`src/inc/npi_regs.svh`:
```
`ifndef NPI_REGS_SVH
`define NPI_REGS_SVH
// How it works
// - service starts at an instruction boundary reported by the core, or at once while the core is halted or waiting
// - entry asks the core to push program counter, index, accumulator and cc
// - maskable entry loads cc priority bits from the vector's stored priority
// - after the push the program counter loads the fixed vector address
// - return_from_interrupt restores the popped priority bits
// - priority codes 10,01,00,11 are levels 0,1,2,3; level 3 masks
// - highest software priority wins, ties go to fixed hardware priority
// - unserved edge and peripheral requests stay latched until they become the highest; low-level line requests are not latched
// - reset and trap rank above every maskable request
// - trap is taken whatever the cc priority bits hold
// - trap stacks, loads its vector and sets level 3; reset does not stack
// - of the non-maskable sources only reset leaves halt; trap is not taken while halted
// - executing the trap instruction raises trap with the normal sequence
// - reset is served first and its routine runs at level 3
// - maskable request served only if enabled and above current level
// - external lines wake from halt; sense chosen by ext_irq_sense_ctrl
// - edge requests are latched and cleared on service entry
// - selected pins sharing one line are ORed together
// - peripheral request only while its flag and its enable are both set
// - the peripheral clear sequence drops the latched request
// - any request wakes from wait; only capable ones wake from halt
// - first service after halt is a halt-capable one by normal selection
// - writing level 0 into a vector priority keeps the old value
// - all vector priorities reset to level 3
`define NPI_NVEC      14
`define NPI_NEXT      4
`define NPI_NPIN      8
`define NPI_EXT_VEC0  2
`define NPI_HALT_WAKE 14'h00be
`define NPI_LVL0      2'b10
`define NPI_LVL1      2'b01
`define NPI_LVL2      2'b00
`define NPI_LVL3      2'b11
`define NPI_SNS_LOW   2'b00
`define NPI_SNS_RISE  2'b01
`define NPI_SNS_FALL  2'b10
`define NPI_SNS_BOTH  2'b11
`define NPI_SNS_RST   8'h00
`define NPI_PSEL_RST  8'hff
`define NPI_VEC_RST   16'hfffe
`define NPI_VEC_TRAP  16'hfffc
`define NPI_VEC0      16'hfffa
`define NPI_OFF_CC    5'h00
`define NPI_OFF_ISPR0 5'h04
`define NPI_OFF_ISPR3 5'h10
`define NPI_OFF_EXT_IRQ_SENSE_CTRL  5'h14
`define NPI_OFF_PSEL  5'h18
`define NPI_OFF_PEND  5'h1c
`endif

```
`src/inc/npi_pkg.sv`:
```
`include "npi_regs.svh"
package npi_pkg;
    typedef enum logic [1:0] {NPI_RST, NPI_IDLE, NPI_PUSH} npi_st_e;

    typedef struct packed {
        logic        read;
        logic        write;
        logic [4:0]  address;
        logic [3:0]  byteenable;
        logic [31:0] writedata;
    } npi_avs_req_s;

    typedef struct packed {
        logic [31:0] readdata;
        logic        waitrequest;
    } npi_avs_rsp_s;

    typedef struct packed {
        logic       instr_done;
        logic       trap_exec;
        logic       return_from_interrupt;
        logic [1:0] return_from_interrupt_prio;
        logic       cc_wr;
        logic [1:0] cc_val;
        logic       halt_enter;
        logic       wait_enter;
        logic       push_ack;
    } npi_cpu_in_s;

    typedef struct packed {
        logic        push_req;
        logic        vec_load;
        logic [15:0] vec_addr;
        logic [1:0]  cc_prio;
        logic        wake;
        logic        halted;
        logic        waiting;
    } npi_cpu_out_s;

    typedef struct packed {
        npi_st_e                   st;
        npi_avs_rsp_s              avs;
        npi_cpu_out_s              cpu;
        logic [1:0]                nprio;
        logic [15:0]               nvec;
        logic                      trap_pend;
        logic [2*`NPI_NVEC-1:0]    isp;
        logic [7:0]                sense;
        logic [7:0]                psel;
        logic [`NPI_NPIN-1:0]      s1;
        logic [`NPI_NPIN-1:0]      s2;
        logic [`NPI_NPIN-1:0]      s3;
        logic [`NPI_NPIN-1:0]      flt;
        logic [`NPI_NEXT-1:0]      lvl;
        logic [`NPI_NEXT-1:0]      elat;
        logic [`NPI_NVEC-1:0]      plat;
    } npi_state_s;
endpackage

```
`src/verilog/npi_ctrl.sv`:
```
`timescale 1ns/1ps
`include "npi_regs.svh"
module npi_ctrl #(
    parameter logic [`NPI_NVEC-1:0] HALT_WAKE = `NPI_HALT_WAKE
) (
    input  wire logic                  clk_sys,  // cpu clock, 200 MHz
    input  wire logic                  rst_b,    // sync reset, active low
    input  wire npi_pkg::npi_avs_req_s avs_req,  // avalon slave request
    output npi_pkg::npi_avs_rsp_s      avs_rsp,  // avalon slave answer
    input  wire npi_pkg::npi_cpu_in_s  cpu_in,   // core events
    output npi_pkg::npi_cpu_out_s      cpu_out,  // service requests to core
    input  wire logic [`NPI_NPIN-1:0]  ext_pin,  // external interrupt pins
    input  wire logic [`NPI_NVEC-1:0]  per_flag, // peripheral status flags
    input  wire logic [`NPI_NVEC-1:0]  per_en,   // peripheral enables
    input  wire logic [`NPI_NVEC-1:0]  per_clr   // peripheral clear sequence done
);

    npi_pkg::npi_state_s s_ff;
    npi_pkg::npi_state_s nxt_s;

    logic [`NPI_NEXT-1:0] line_lvl;
    logic [`NPI_NEXT-1:0] line_edge;
    logic [`NPI_NVEC-1:0] pend;
    logic [`NPI_NVEC-1:0] wake_msk;
    logic                 found;
    logic [3:0]           bidx;
    logic [1:0]           brank;
    logic [1:0]           sns;
    logic                 rise;
    logic                 fall;
    logic                 trap_now;
    logic                 take;
    logic [31:0]          rdata;
    int                   v;
    int                   kb;

    // rank of a priority code, level 0 lowest
    function automatic logic [1:0] npi_rank(input logic [1:0] p);
        case (p)
            `NPI_LVL0: npi_rank = 2'h0;
            `NPI_LVL1: npi_rank = 2'h1;
            `NPI_LVL2: npi_rank = 2'h2;
            default:   npi_rank = 2'h3;
        endcase
    endfunction

    // true when vector v belongs to an external line
    function automatic logic npi_is_ext(input int vv);
        npi_is_ext = (vv >= `NPI_EXT_VEC0) && (vv < `NPI_EXT_VEC0 + `NPI_NEXT);
    endfunction

    assign avs_rsp = s_ff.avs;
    assign cpu_out = s_ff.cpu;

    // next state of the whole controller
    always_comb begin
        nxt_s     = s_ff;
        line_lvl  = '0;
        line_edge = '0;
        pend      = '0;
        found     = 1'b0;
        bidx      = 4'h0;
        brank     = 2'h0;
        sns       = 2'h0;
        rise      = 1'b0;
        fall      = 1'b0;
        take      = 1'b0;
        rdata     = 32'h0;
        v         = 0;
        kb        = 0;
        nxt_s.cpu.vec_load = 1'b0;
        nxt_s.cpu.wake     = 1'b0;

        // pin synchroniser, a change counts once stages two and three agree
        nxt_s.s1 = ext_pin;
        nxt_s.s2 = s_ff.s1;
        nxt_s.s3 = s_ff.s2;
        for (int i = 0; i < `NPI_NPIN; i++) begin
            if (s_ff.s2[i] == s_ff.s3[i]) begin
                nxt_s.flt[i] = s_ff.s2[i];
            end
        end

        // line level and edge per sense setting
        for (int j = 0; j < `NPI_NEXT; j++) begin
            line_lvl[j] = |(s_ff.flt[2*j +: 2] & s_ff.psel[2*j +: 2]);
            sns  = s_ff.sense[2*j +: 2];
            rise = line_lvl[j] & ~s_ff.lvl[j];
            fall = ~line_lvl[j] & s_ff.lvl[j];
            if (sns == `NPI_SNS_RISE) begin
                line_edge[j] = rise;
            end else if (sns == `NPI_SNS_FALL) begin
                line_edge[j] = fall;
            end else if (sns == `NPI_SNS_BOTH) begin
                line_edge[j] = rise | fall;
            end else begin
                line_edge[j] = 1'b0;
            end
        end
        nxt_s.lvl = line_lvl;

        // peripheral latch, a new flag wins over the clear
        nxt_s.plat = (s_ff.plat & ~per_clr) | (per_flag & per_en);

        // pending view of every vector
        for (int i = 0; i < `NPI_NVEC; i++) begin
            if (npi_is_ext(i)) begin
                if (s_ff.sense[2*(i-`NPI_EXT_VEC0) +: 2] == `NPI_SNS_LOW) begin
                    pend[i] = ~line_lvl[i-`NPI_EXT_VEC0];
                end else begin
                    pend[i] = s_ff.elat[i-`NPI_EXT_VEC0];
                end
            end else begin
                pend[i] = s_ff.plat[i] & per_flag[i] & per_en[i];
            end
        end

        // while halted only halt-capable vectors compete
        wake_msk = s_ff.cpu.halted ? HALT_WAKE : '1;

        // pick highest software priority, lowest index on a tie
        for (int i = 0; i < `NPI_NVEC; i++) begin
            if (pend[i] && wake_msk[i]
                && npi_rank(s_ff.isp[2*i +: 2]) > npi_rank(s_ff.cpu.cc_prio)
                && (!found || npi_rank(s_ff.isp[2*i +: 2]) > brank)) begin
                found = 1'b1;
                bidx  = 4'(i);
                brank = npi_rank(s_ff.isp[2*i +: 2]);
            end
        end

        // trap ignores the cc level and ranks above all maskable ones
        trap_now = s_ff.trap_pend | cpu_in.trap_exec;

        // service sequencer
        case (s_ff.st)
            npi_pkg::NPI_RST: begin
                nxt_s.cpu.vec_addr = `NPI_VEC_RST;
                nxt_s.cpu.vec_load = 1'b1;
                nxt_s.cpu.cc_prio  = `NPI_LVL3;
                nxt_s.st           = npi_pkg::NPI_IDLE;
            end
            npi_pkg::NPI_IDLE: begin
                if (cpu_in.return_from_interrupt) begin
                    nxt_s.cpu.cc_prio = cpu_in.return_from_interrupt_prio;
                end else if (cpu_in.cc_wr) begin
                    nxt_s.cpu.cc_prio = cpu_in.cc_val;
                end
                if (cpu_in.halt_enter) begin
                    nxt_s.cpu.halted = 1'b1;
                end
                if (cpu_in.wait_enter) begin
                    nxt_s.cpu.waiting = 1'b1;
                end
                // boundary, or core asleep with nothing executing
                if ((cpu_in.instr_done || s_ff.cpu.halted || s_ff.cpu.waiting)
                    && ((trap_now && !s_ff.cpu.halted) || found)) begin
                    take               = 1'b1;
                    nxt_s.cpu.wake     = s_ff.cpu.halted | s_ff.cpu.waiting;
                    nxt_s.cpu.halted   = 1'b0;
                    nxt_s.cpu.waiting  = 1'b0;
                    nxt_s.cpu.push_req = 1'b1;
                    nxt_s.st           = npi_pkg::NPI_PUSH;
                    if (trap_now && !s_ff.cpu.halted) begin
                        nxt_s.nvec  = `NPI_VEC_TRAP;
                        nxt_s.nprio = `NPI_LVL3;
                    end else begin
                        nxt_s.nvec  = `NPI_VEC0 - {11'h0, bidx, 1'b0};
                        nxt_s.nprio = s_ff.isp[2*bidx +: 2];
                        if (npi_is_ext(int'(bidx))) begin
                            nxt_s.elat[int'(bidx) - `NPI_EXT_VEC0] = 1'b0;
                        end
                    end
                end
            end
            npi_pkg::NPI_PUSH: begin
                // context is on the stack, now raise level and jump
                if (cpu_in.push_ack) begin
                    nxt_s.cpu.push_req = 1'b0;
                    nxt_s.cpu.cc_prio  = s_ff.nprio;
                    nxt_s.cpu.vec_addr = s_ff.nvec;
                    nxt_s.cpu.vec_load = 1'b1;
                    nxt_s.st           = npi_pkg::NPI_IDLE;
                end
            end
            default: begin
                nxt_s.st = npi_pkg::NPI_IDLE;
            end
        endcase

        // trap stays pending until taken, a trap raised in the taking cycle is not kept pending
        nxt_s.trap_pend = (s_ff.trap_pend & ~(take & trap_now & !s_ff.cpu.halted))
                          | (cpu_in.trap_exec & ~take);
        // edges set after the entry clear so a fresh edge is kept
        nxt_s.elat = nxt_s.elat | line_edge;

        // register read decode
        if (avs_req.address == `NPI_OFF_CC) begin
            rdata[1:0] = s_ff.cpu.cc_prio;
            rdata[2]   = s_ff.cpu.halted;
            rdata[3]   = s_ff.cpu.waiting;
            rdata[4]   = s_ff.trap_pend;
        end else if (avs_req.address >= `NPI_OFF_ISPR0
                     && avs_req.address <= `NPI_OFF_ISPR3
                     && avs_req.address[1:0] == 2'h0) begin
            kb = int'(avs_req.address[4:2]) - int'(`NPI_OFF_ISPR0 >> 2);
            for (int f = 0; f < 4; f++) begin
                v = 4 * kb + f;
                rdata[2*f +: 2] = (v < `NPI_NVEC) ? s_ff.isp[2*v +: 2] : `NPI_LVL3;
            end
        end else if (avs_req.address == `NPI_OFF_EXT_IRQ_SENSE_CTRL) begin
            rdata[7:0] = s_ff.sense;
        end else if (avs_req.address == `NPI_OFF_PSEL) begin
            rdata[7:0] = s_ff.psel;
        end else if (avs_req.address == `NPI_OFF_PEND) begin
            rdata[`NPI_NVEC-1:0] = pend;
        end else begin
            rdata = 32'h0;
        end

        // one wait cycle, then a single-cycle answer
        nxt_s.avs.waitrequest = 1'b1;
        if ((avs_req.read || avs_req.write) && s_ff.avs.waitrequest) begin
            nxt_s.avs.waitrequest = 1'b0;
            nxt_s.avs.readdata    = rdata;
        end

        // writes complete on the edge that sees waitrequest low
        if (avs_req.write && !s_ff.avs.waitrequest && avs_req.byteenable[0]) begin
            if (avs_req.address >= `NPI_OFF_ISPR0
                && avs_req.address <= `NPI_OFF_ISPR3
                && avs_req.address[1:0] == 2'h0) begin
                kb = int'(avs_req.address[4:2]) - int'(`NPI_OFF_ISPR0 >> 2);
                for (int f = 0; f < 4; f++) begin
                    v = 4 * kb + f;
                    if (v < `NPI_NVEC
                        && avs_req.writedata[2*f +: 2] != `NPI_LVL0) begin
                        nxt_s.isp[2*v +: 2] = avs_req.writedata[2*f +: 2];
                    end
                end
            end else if (avs_req.address == `NPI_OFF_EXT_IRQ_SENSE_CTRL) begin
                nxt_s.sense = avs_req.writedata[7:0];
            end else if (avs_req.address == `NPI_OFF_PSEL) begin
                nxt_s.psel = avs_req.writedata[7:0];
            end
        end
    end

    // state register
    always_ff @(posedge clk_sys) begin
        if (!rst_b) begin
            s_ff                 <= '0;
            s_ff.st              <= npi_pkg::NPI_RST;
            s_ff.avs.waitrequest <= 1'b1;
            s_ff.cpu.cc_prio     <= `NPI_LVL3;
            s_ff.isp             <= '1;
            s_ff.sense           <= `NPI_SNS_RST;
            s_ff.psel            <= `NPI_PSEL_RST;
            // pins idle high, so the filter and edge history start there
            s_ff.s1              <= '1;
            s_ff.s2              <= '1;
            s_ff.s3              <= '1;
            s_ff.flt             <= '1;
            s_ff.lvl             <= '1;
        end else begin
            s_ff <= nxt_s;
        end
    end

endmodule

```
`config.mk`:
```
export PLATFORM = sky130hd
export DESIGN_NAME = npi_ctrl
export DESIGN_NICKNAME = d
export VERILOG_FILES = /design/src/inc/npi_pkg.sv /design/src/verilog/npi_ctrl.sv
export VERILOG_INCLUDE_DIRS = /design/src /design/src/inc
export SDC_FILE = /design/constraint.sdc
export NUM_CORES = 1
export LEC_CHECK = 0
export ABC_AREA = 1
export BUFFER_PORTS_ARGS = -buffer_cell sky130_fd_sc_hd__clkbuf_2
export CAP_MARGIN = 20
export CORE_UTILIZATION = 35
export DETAILED_ROUTE_END_ITERATION = 10
export PLACE_DENSITY_LB_ADDON = 0.12
export SYNTH_ARGS = -nofsm -noshare
export SYNTH_HDL_FRONTEND = slang
export SYNTH_SLANG_ARGS = --single-unit
```
`constraint.sdc`:
```
create_clock -name clk_sys -period 37 [get_ports clk_sys]
set_input_delay 7.4 -clock clk_sys [delete_from_list [all_inputs] [get_ports clk_sys]]
set_output_delay 7.4 -clock clk_sys [all_outputs]
set_load 0.02 [all_outputs]
```
# Word level (Yosys, flattened, before mapping)
# Cells that the tools add are included.
dict set report classes {
  n_addsub 10
  mul 0
  div_mod_pow 0
  magnitude_cmp 37
  n_eq_ne 62
  n_shift 13
  n_mux 122
  bitwise_logic 62
  n_reduce_logical 128
}
# op count
set ops {}
lappend ops {{28-bit 2-to-1 mux} 10}
lappend ops {{2-bit by 33-bit variable shift with 28-bit output, first input constant} 4}
lappend ops {{2-bit by 33-bit variable part select with 28-bit output} 4}
lappend ops {{28-bit bitwise mux} 4}
lappend ops {{8-bit negation with 33-bit output} 3}
lappend ops {{2-bit case mux with 3 select lines} 16}
lappend ops {{28-bit by 8-bit variable part select with 2-bit output} 3}
lappend ops {{4-bit 2-to-1 mux} 16}
lappend ops {{2-bit > comparator} 27}
lappend ops {{1-bit logical AND} 54}
lappend ops {{2-bit equality test, second input constant} 24}
lappend ops {{2-bit zero test} 21}
lappend ops {{2-bit 2-to-1 mux} 21}
lappend ops {{2-bit by 1-bit equality test with 1-bit output, second input constant} 20}
lappend ops {{20-bit 2-to-1 mux} 2}
lappend ops {{1-bit 2-to-1 mux} 38}
lappend ops {{17-bit case mux with 2 select lines} 1}
lappend ops {{7-bit negation with 33-bit output} 1}
lappend ops {{1-bit bitwise AND} 32}
lappend ops {{14-bit bitwise AND} 2}
lappend ops {{14-bit 2-to-1 mux} 2}
lappend ops {{28-bit by 6-bit variable part select with 2-bit output} 1}
lappend ops {{28-bit by 7-bit variable part select with 2-bit output} 1}
lappend ops {{8-bit 2-to-1 mux} 3}
lappend ops {{41 further kinds} 124}
dict set report word_totals {
  ff_bits 175
  latchBits 0
  ram_bits 0
  mem_bits_ro 0
  in_bits 106
  memories 0
}

# Depth between registers and ports, before layout
dict set report depth {
  ltp_word 69
  ltp_mapped 130
  depth_no_buf 129
}

# Least setup slack after synthesis
# OpenSTA, ideal clock, no wires.
dict set report synth_timing {
  kind {input port to flip-flop}
  startpoint {input per_en[0]}
  endpoint {register s_ff[14] in the netlist's numbering}
  setup_ns 0.132
  arrival_time_ns 20.762
  required_time_ns 36.868
  setup_slack_ns 16.106
  cell_stages 120
  path_buffers 1
  path_cell_list {nand2_1 nor2_2 nand3_2 nor2_1 inv_1 ha_1 nand2_1 a22oi_1 nor2_1 nor2_1 nand2_1 and2_1 ha_1 inv_1 nor2_1 o21ai_0 nand2_1 nand2_1 [... 84 more ...] inv_1 nor2_1 o21ai_0 nand2_2 nand2_4 nand2_4 inv_2 nand2_4 buf_6 ha_1 ha_1 and3_1 ha_1 nand3_1 nor3_1 nand3_1 nand2_1 a21oi_1}
}
dict set report synth_via {
  elab_chain_len 68
  elab_cells_between_ends 113
  cone_classes {1 x add/sub; 17 x order compare; 46 x mux; 4 x bitwise; 45 x reduce/logical}
}
# item line_no
set synth_lines {}
lappend synth_lines {{start: declaration} npi_ctrl.sv:14} ;# input wire logic [`NPI_NVEC-1:0] per_en,
lappend synth_lines {{1-bit bitwise AND (*)} npi_ctrl.sv:114} ;# pend[i] = s_ff.plat[i] & per_flag[i] & per_en[i];
lappend synth_lines {{1-bit logical AND (*)} npi_ctrl.sv:123} ;# if (pend[i] && wake_msk[i]
lappend synth_lines {{1-bit logical AND (*)} npi_ctrl.sv:124} ;# && npi_rank(s_ff.isp[2*i +: 2]) > npi_rank(s_ff.cpu.cc_prio)
lappend synth_lines {{2-bit 2-to-1 mux or 1-bit 2-to-1 mux (tied branches)} npi_ctrl.sv:123}
lappend synth_lines {{2-bit > comparator or 1-bit zero test (tied branches)} npi_ctrl.sv:125} ;# && (!found || npi_rank(s_ff.isp[2*i +: 2]) > brank)) begin
lappend synth_lines {{1-bit logical OR} npi_ctrl.sv:125}
lappend synth_lines {{1-bit logical AND} npi_ctrl.sv:125}
lappend synth_lines {{2-bit 2-to-1 mux or 1-bit 2-to-1 mux (tied branches)} npi_ctrl.sv:123}
lappend synth_lines {{[... 52 more ...]} --}
lappend synth_lines {{1-bit demux with 2-bit select} npi_ctrl.sv:171} ;# nxt_s.elat[int'(bidx) - `NPI_EXT_VEC0] = 1'b0;
lappend synth_lines {{4-bit NOT (no line)} --}
lappend synth_lines {{4-bit bitwise AND (no line)} --}
lappend synth_lines {{4-bit 2-to-1 mux} npi_ctrl.sv:170} ;# if (npi_is_ext(int'(bidx))) begin
lappend synth_lines {{4-bit 2-to-1 mux} npi_ctrl.sv:164} ;# if (trap_now && !s_ff.cpu.halted) begin
lappend synth_lines {{4-bit 2-to-1 mux (*)} npi_ctrl.sv:156} ;# if ((cpu_in.instr_done || s_ff.cpu.halted || s_ff.cpu.waiting)
lappend synth_lines {{4-bit 2-to-1 mux (*)} npi_ctrl.sv:136} ;# case (s_ff.st)
lappend synth_lines {{4-bit bitwise OR (*)} npi_ctrl.sv:195} ;# nxt_s.elat = nxt_s.elat | line_edge;
lappend synth_lines {{end signal: assignment} npi_ctrl.sv:266} ;# s_ff <= nxt_s;
lappend synth_lines {{end: declaration} npi_ctrl.sv:18} ;# npi_pkg::npi_state_s s_ff;
# Every way passes the cells marked *; elsewhere a longest branch is shown, timed or not.
# A chain may end at the register's enable or synchronous reset.

# Worst setup path in the final report
# Same ends and word-level chain as after synthesis.

==> results.toml <==
[run_status]
status = "complete, but fails checks"
violations = "DRC"

[clocking]
cts.sinks = 133
cts_buffer_depth = 2
path_clk_slew_ns = 0.07
numCtsBuffers = 17
clock-root-buffer = "clkbuf_16"
cts_tree = "yes"
clk_latency_ns = 0.43
h-tree-depth = 4
ctsHoldBuffers = 0
cts_setup_buffers = 0
postCtsResizedCells = 0

[synth]
synth_edf_count = 0
seq_area_frac_synth_pct = 28.5
synth_xor_area_share_pct = 0.267
ys_types = 47
synth.ff_latch_count = 133
synth_top_family_by_area = "simple AND/OR/NAND/NOR gates"
synth_top_area_cell = "dfxtp_1"
synth_mux_area_share_pct = 0
avgSynthCellArea_sq_um = 7.02
synth_cells = 1333
synth_adder_area_share_pct = 15.1
ys_warn_count = 0
synth_common_cells = "nand2_1 (277), inv_1 (182), dfxtp_1 (133)"
synth-compound-area-share_pct = 15.6
ys.flop_type = "dfxtp_1"
ys_top_cells_by_area = "dfxtp_1 (28%), ha_1 (15%), nand2_1 (11%)"
synth_area_sq_um = 9360
yosysMostFrequentCell = "nand2_1"
synth_top_cell_area_share_pct = 28.5
ys_async_sr_fraction_pct = 0
synthSimpleGateAreaFrac_pct = 27.1

[pwr]
p_leak_nw = 5.46
power_density_nw_per_um2 = 47.6
vdd_drop_max_mv = 0.0275

[placement]
place_ws_ns = 14.13
dpl.hpwl_microns = 20800
gp_congestion = 0.897
portBuffers = 103

[critical_path]
rrSetupSlack_ns = 20.36
slowest_stage = "nor2_2"
worstSetupPathType = "input pin to register"
cp.required_ns = 37.29
crit_path_frequent_cell = "nand2_1"
cp_max_fo = 16
worst_setup_path_start_kind = "input pin"
max_stage_delay_ns = 0.32
cp-end-kind = "register"
cp.arrival_ns = 22.67

[global_route]
grt_pass1_wl_microns = 41800
grt_usage_pct = 20.0
grt_antenna_before_repair = 0
gr-total-overflow = 0
grt_pass1_vias = 7729
grt_start_max_net_pins = 66

[sta]
setup_violations = 0
slew_headroom_pct = 27.0
finClkSkew_ns = 0.0112
hold_viol_final = 0
setup-tns-final_ns = 0
setup_ws_ns = 14.62
whs_ns = 0.413
tightest_slew_ns = 1.09
period_share_pct = 60.5
max_freq_ghz = 0.0447
drv_slew = 0
rsz0062_at_grt = "false"
fin_crit_ns = 22.38

[floorplan]
fp.dieW_microns = 165
ioPinCount = 162
dieHeight_microns = 165
rows = 59
dieArea_sq_um = 27400
initial_core_util_pct = 35.8
coreArea_sq_um = 26100

[drt]
drc = 12
num_vias = 8543
routed_via_density = 4.89
first_pass_iters = 10
first_iter_violations = 541
ant_nets = 0
finalWirelength_microns = 26400
post_drt_wl_per_cell_microns = 15.1

[cells_and_area]
nets = 1617
n_fill_cell = 2807
fin_util_pct = 40.0
layout-area-overhead-vs-synth_pct = 11.7
drive_gt1_share_pct = 15.5
antenna_cells = 0

[job]
maxCapViolations = 0

[worst_hold_path]
hp-class = "register to register"
[path summary, 6_finish.rpt]
check                                              from  depth (start not counted)              endpoint
worst min-delay path               nxt_s[42]$_SDFF_PN1_                          1  nxt_s[34]$_SDFF_PN1_
worst max register to register  cpu_out[3]$_SDFFE_PN1P_                        121   s_ff[14]$_SDFF_PN0_
worst max-delay path                          per_en[0]                        120   s_ff[14]$_SDFF_PN0_
worst min register to register     nxt_s[42]$_SDFF_PN1_                          1  nxt_s[34]$_SDFF_PN1_
[flip-flops by register name, summed over array words and instances (netlist names)]
name,cells
avs_rsp,15
cpu_out,13
nxt_s,16
s_ff,89
[power by group]
part           internal [W]  switching, W
sequential         0.000153    0.00000792
combinational     0.0000583      0.000105
clock             0.0000957     0.0000779
[critical path: cells and delay by family]
family / cells / cell delay (ns)
adder cells (fa/ha/maj): 16 / 4.03
AO/OA/AOI/OAI: 16 / 1.89
buffers and inverters: 16 / 0.87
AND/OR/NAND/NOR: 72 / 8.45
[layer usage]
metal  global-route usage [%]  vias to the layer above  share of wire [%]
li1                         -                     4442                  -
met1                     26.8                     3874                 48
met2                     32.4                      191                 45
met3                     2.92                       36                4.0
met4                     7.11                        0                2.5
met5                        0                        -                  0
[metrics by stage]
stage               total power [W]  cell area (sq um)  std cells
floorplan                  0.000296               9420       1351
global placement           0.000326               9860       1714
detailed placement         0.000329               9860       1714
CTS                        0.000505              10500       1746
global route               0.000537              10500       1746
finish                     0.000498              10500       1746
[final cells by class]
| type | count | area (sq um) | share of cell area (%) |
|---|---|---|---|
| Clock inverter | 15 | 164 | 1.57 |
| Tap cell | 335 | 419 | 4.01 |
| Sequential cell | 133 | 2660 | 25.5 |
| Clock buffer | 17 | 425 | 4.07 |
| Inverter | 190 | 713 | 6.82 |
| Timing Repair Buffer | 108 | 553 | 5.29 |
| Multi-Input combinational cell | 948 | 5520 | 52.8 |
[placed cells by master (no fill, tap or decap), types with 7 or more instances in the layout]
master,instances
clkbuf_2,103
ha_1,113
nand3_1,81
inv_1,181
and3_1,7
o21ai_0,73
o211ai_1,18
nor2_1,110
a21oi_1,90
nand2_1,277
clkbuf_16,17
conb_1,19
or2_2,31
inv_2,8
nor3_1,10
o22ai_1,7
a221oi_1,11
dfxtp_1,133
o311ai_0,8
nand4_1,9
nor2_2,9
and2_1,10
nand2_2,11
[cell families after synthesis]
group / count (synthesis)
other cells: 1
simple gates: 569
buf+inv: 270
flops: 133
xor+xnor: 2
compound gates: 245
fa+ha+maj: 113
Power figures use the tool's default switching activity.
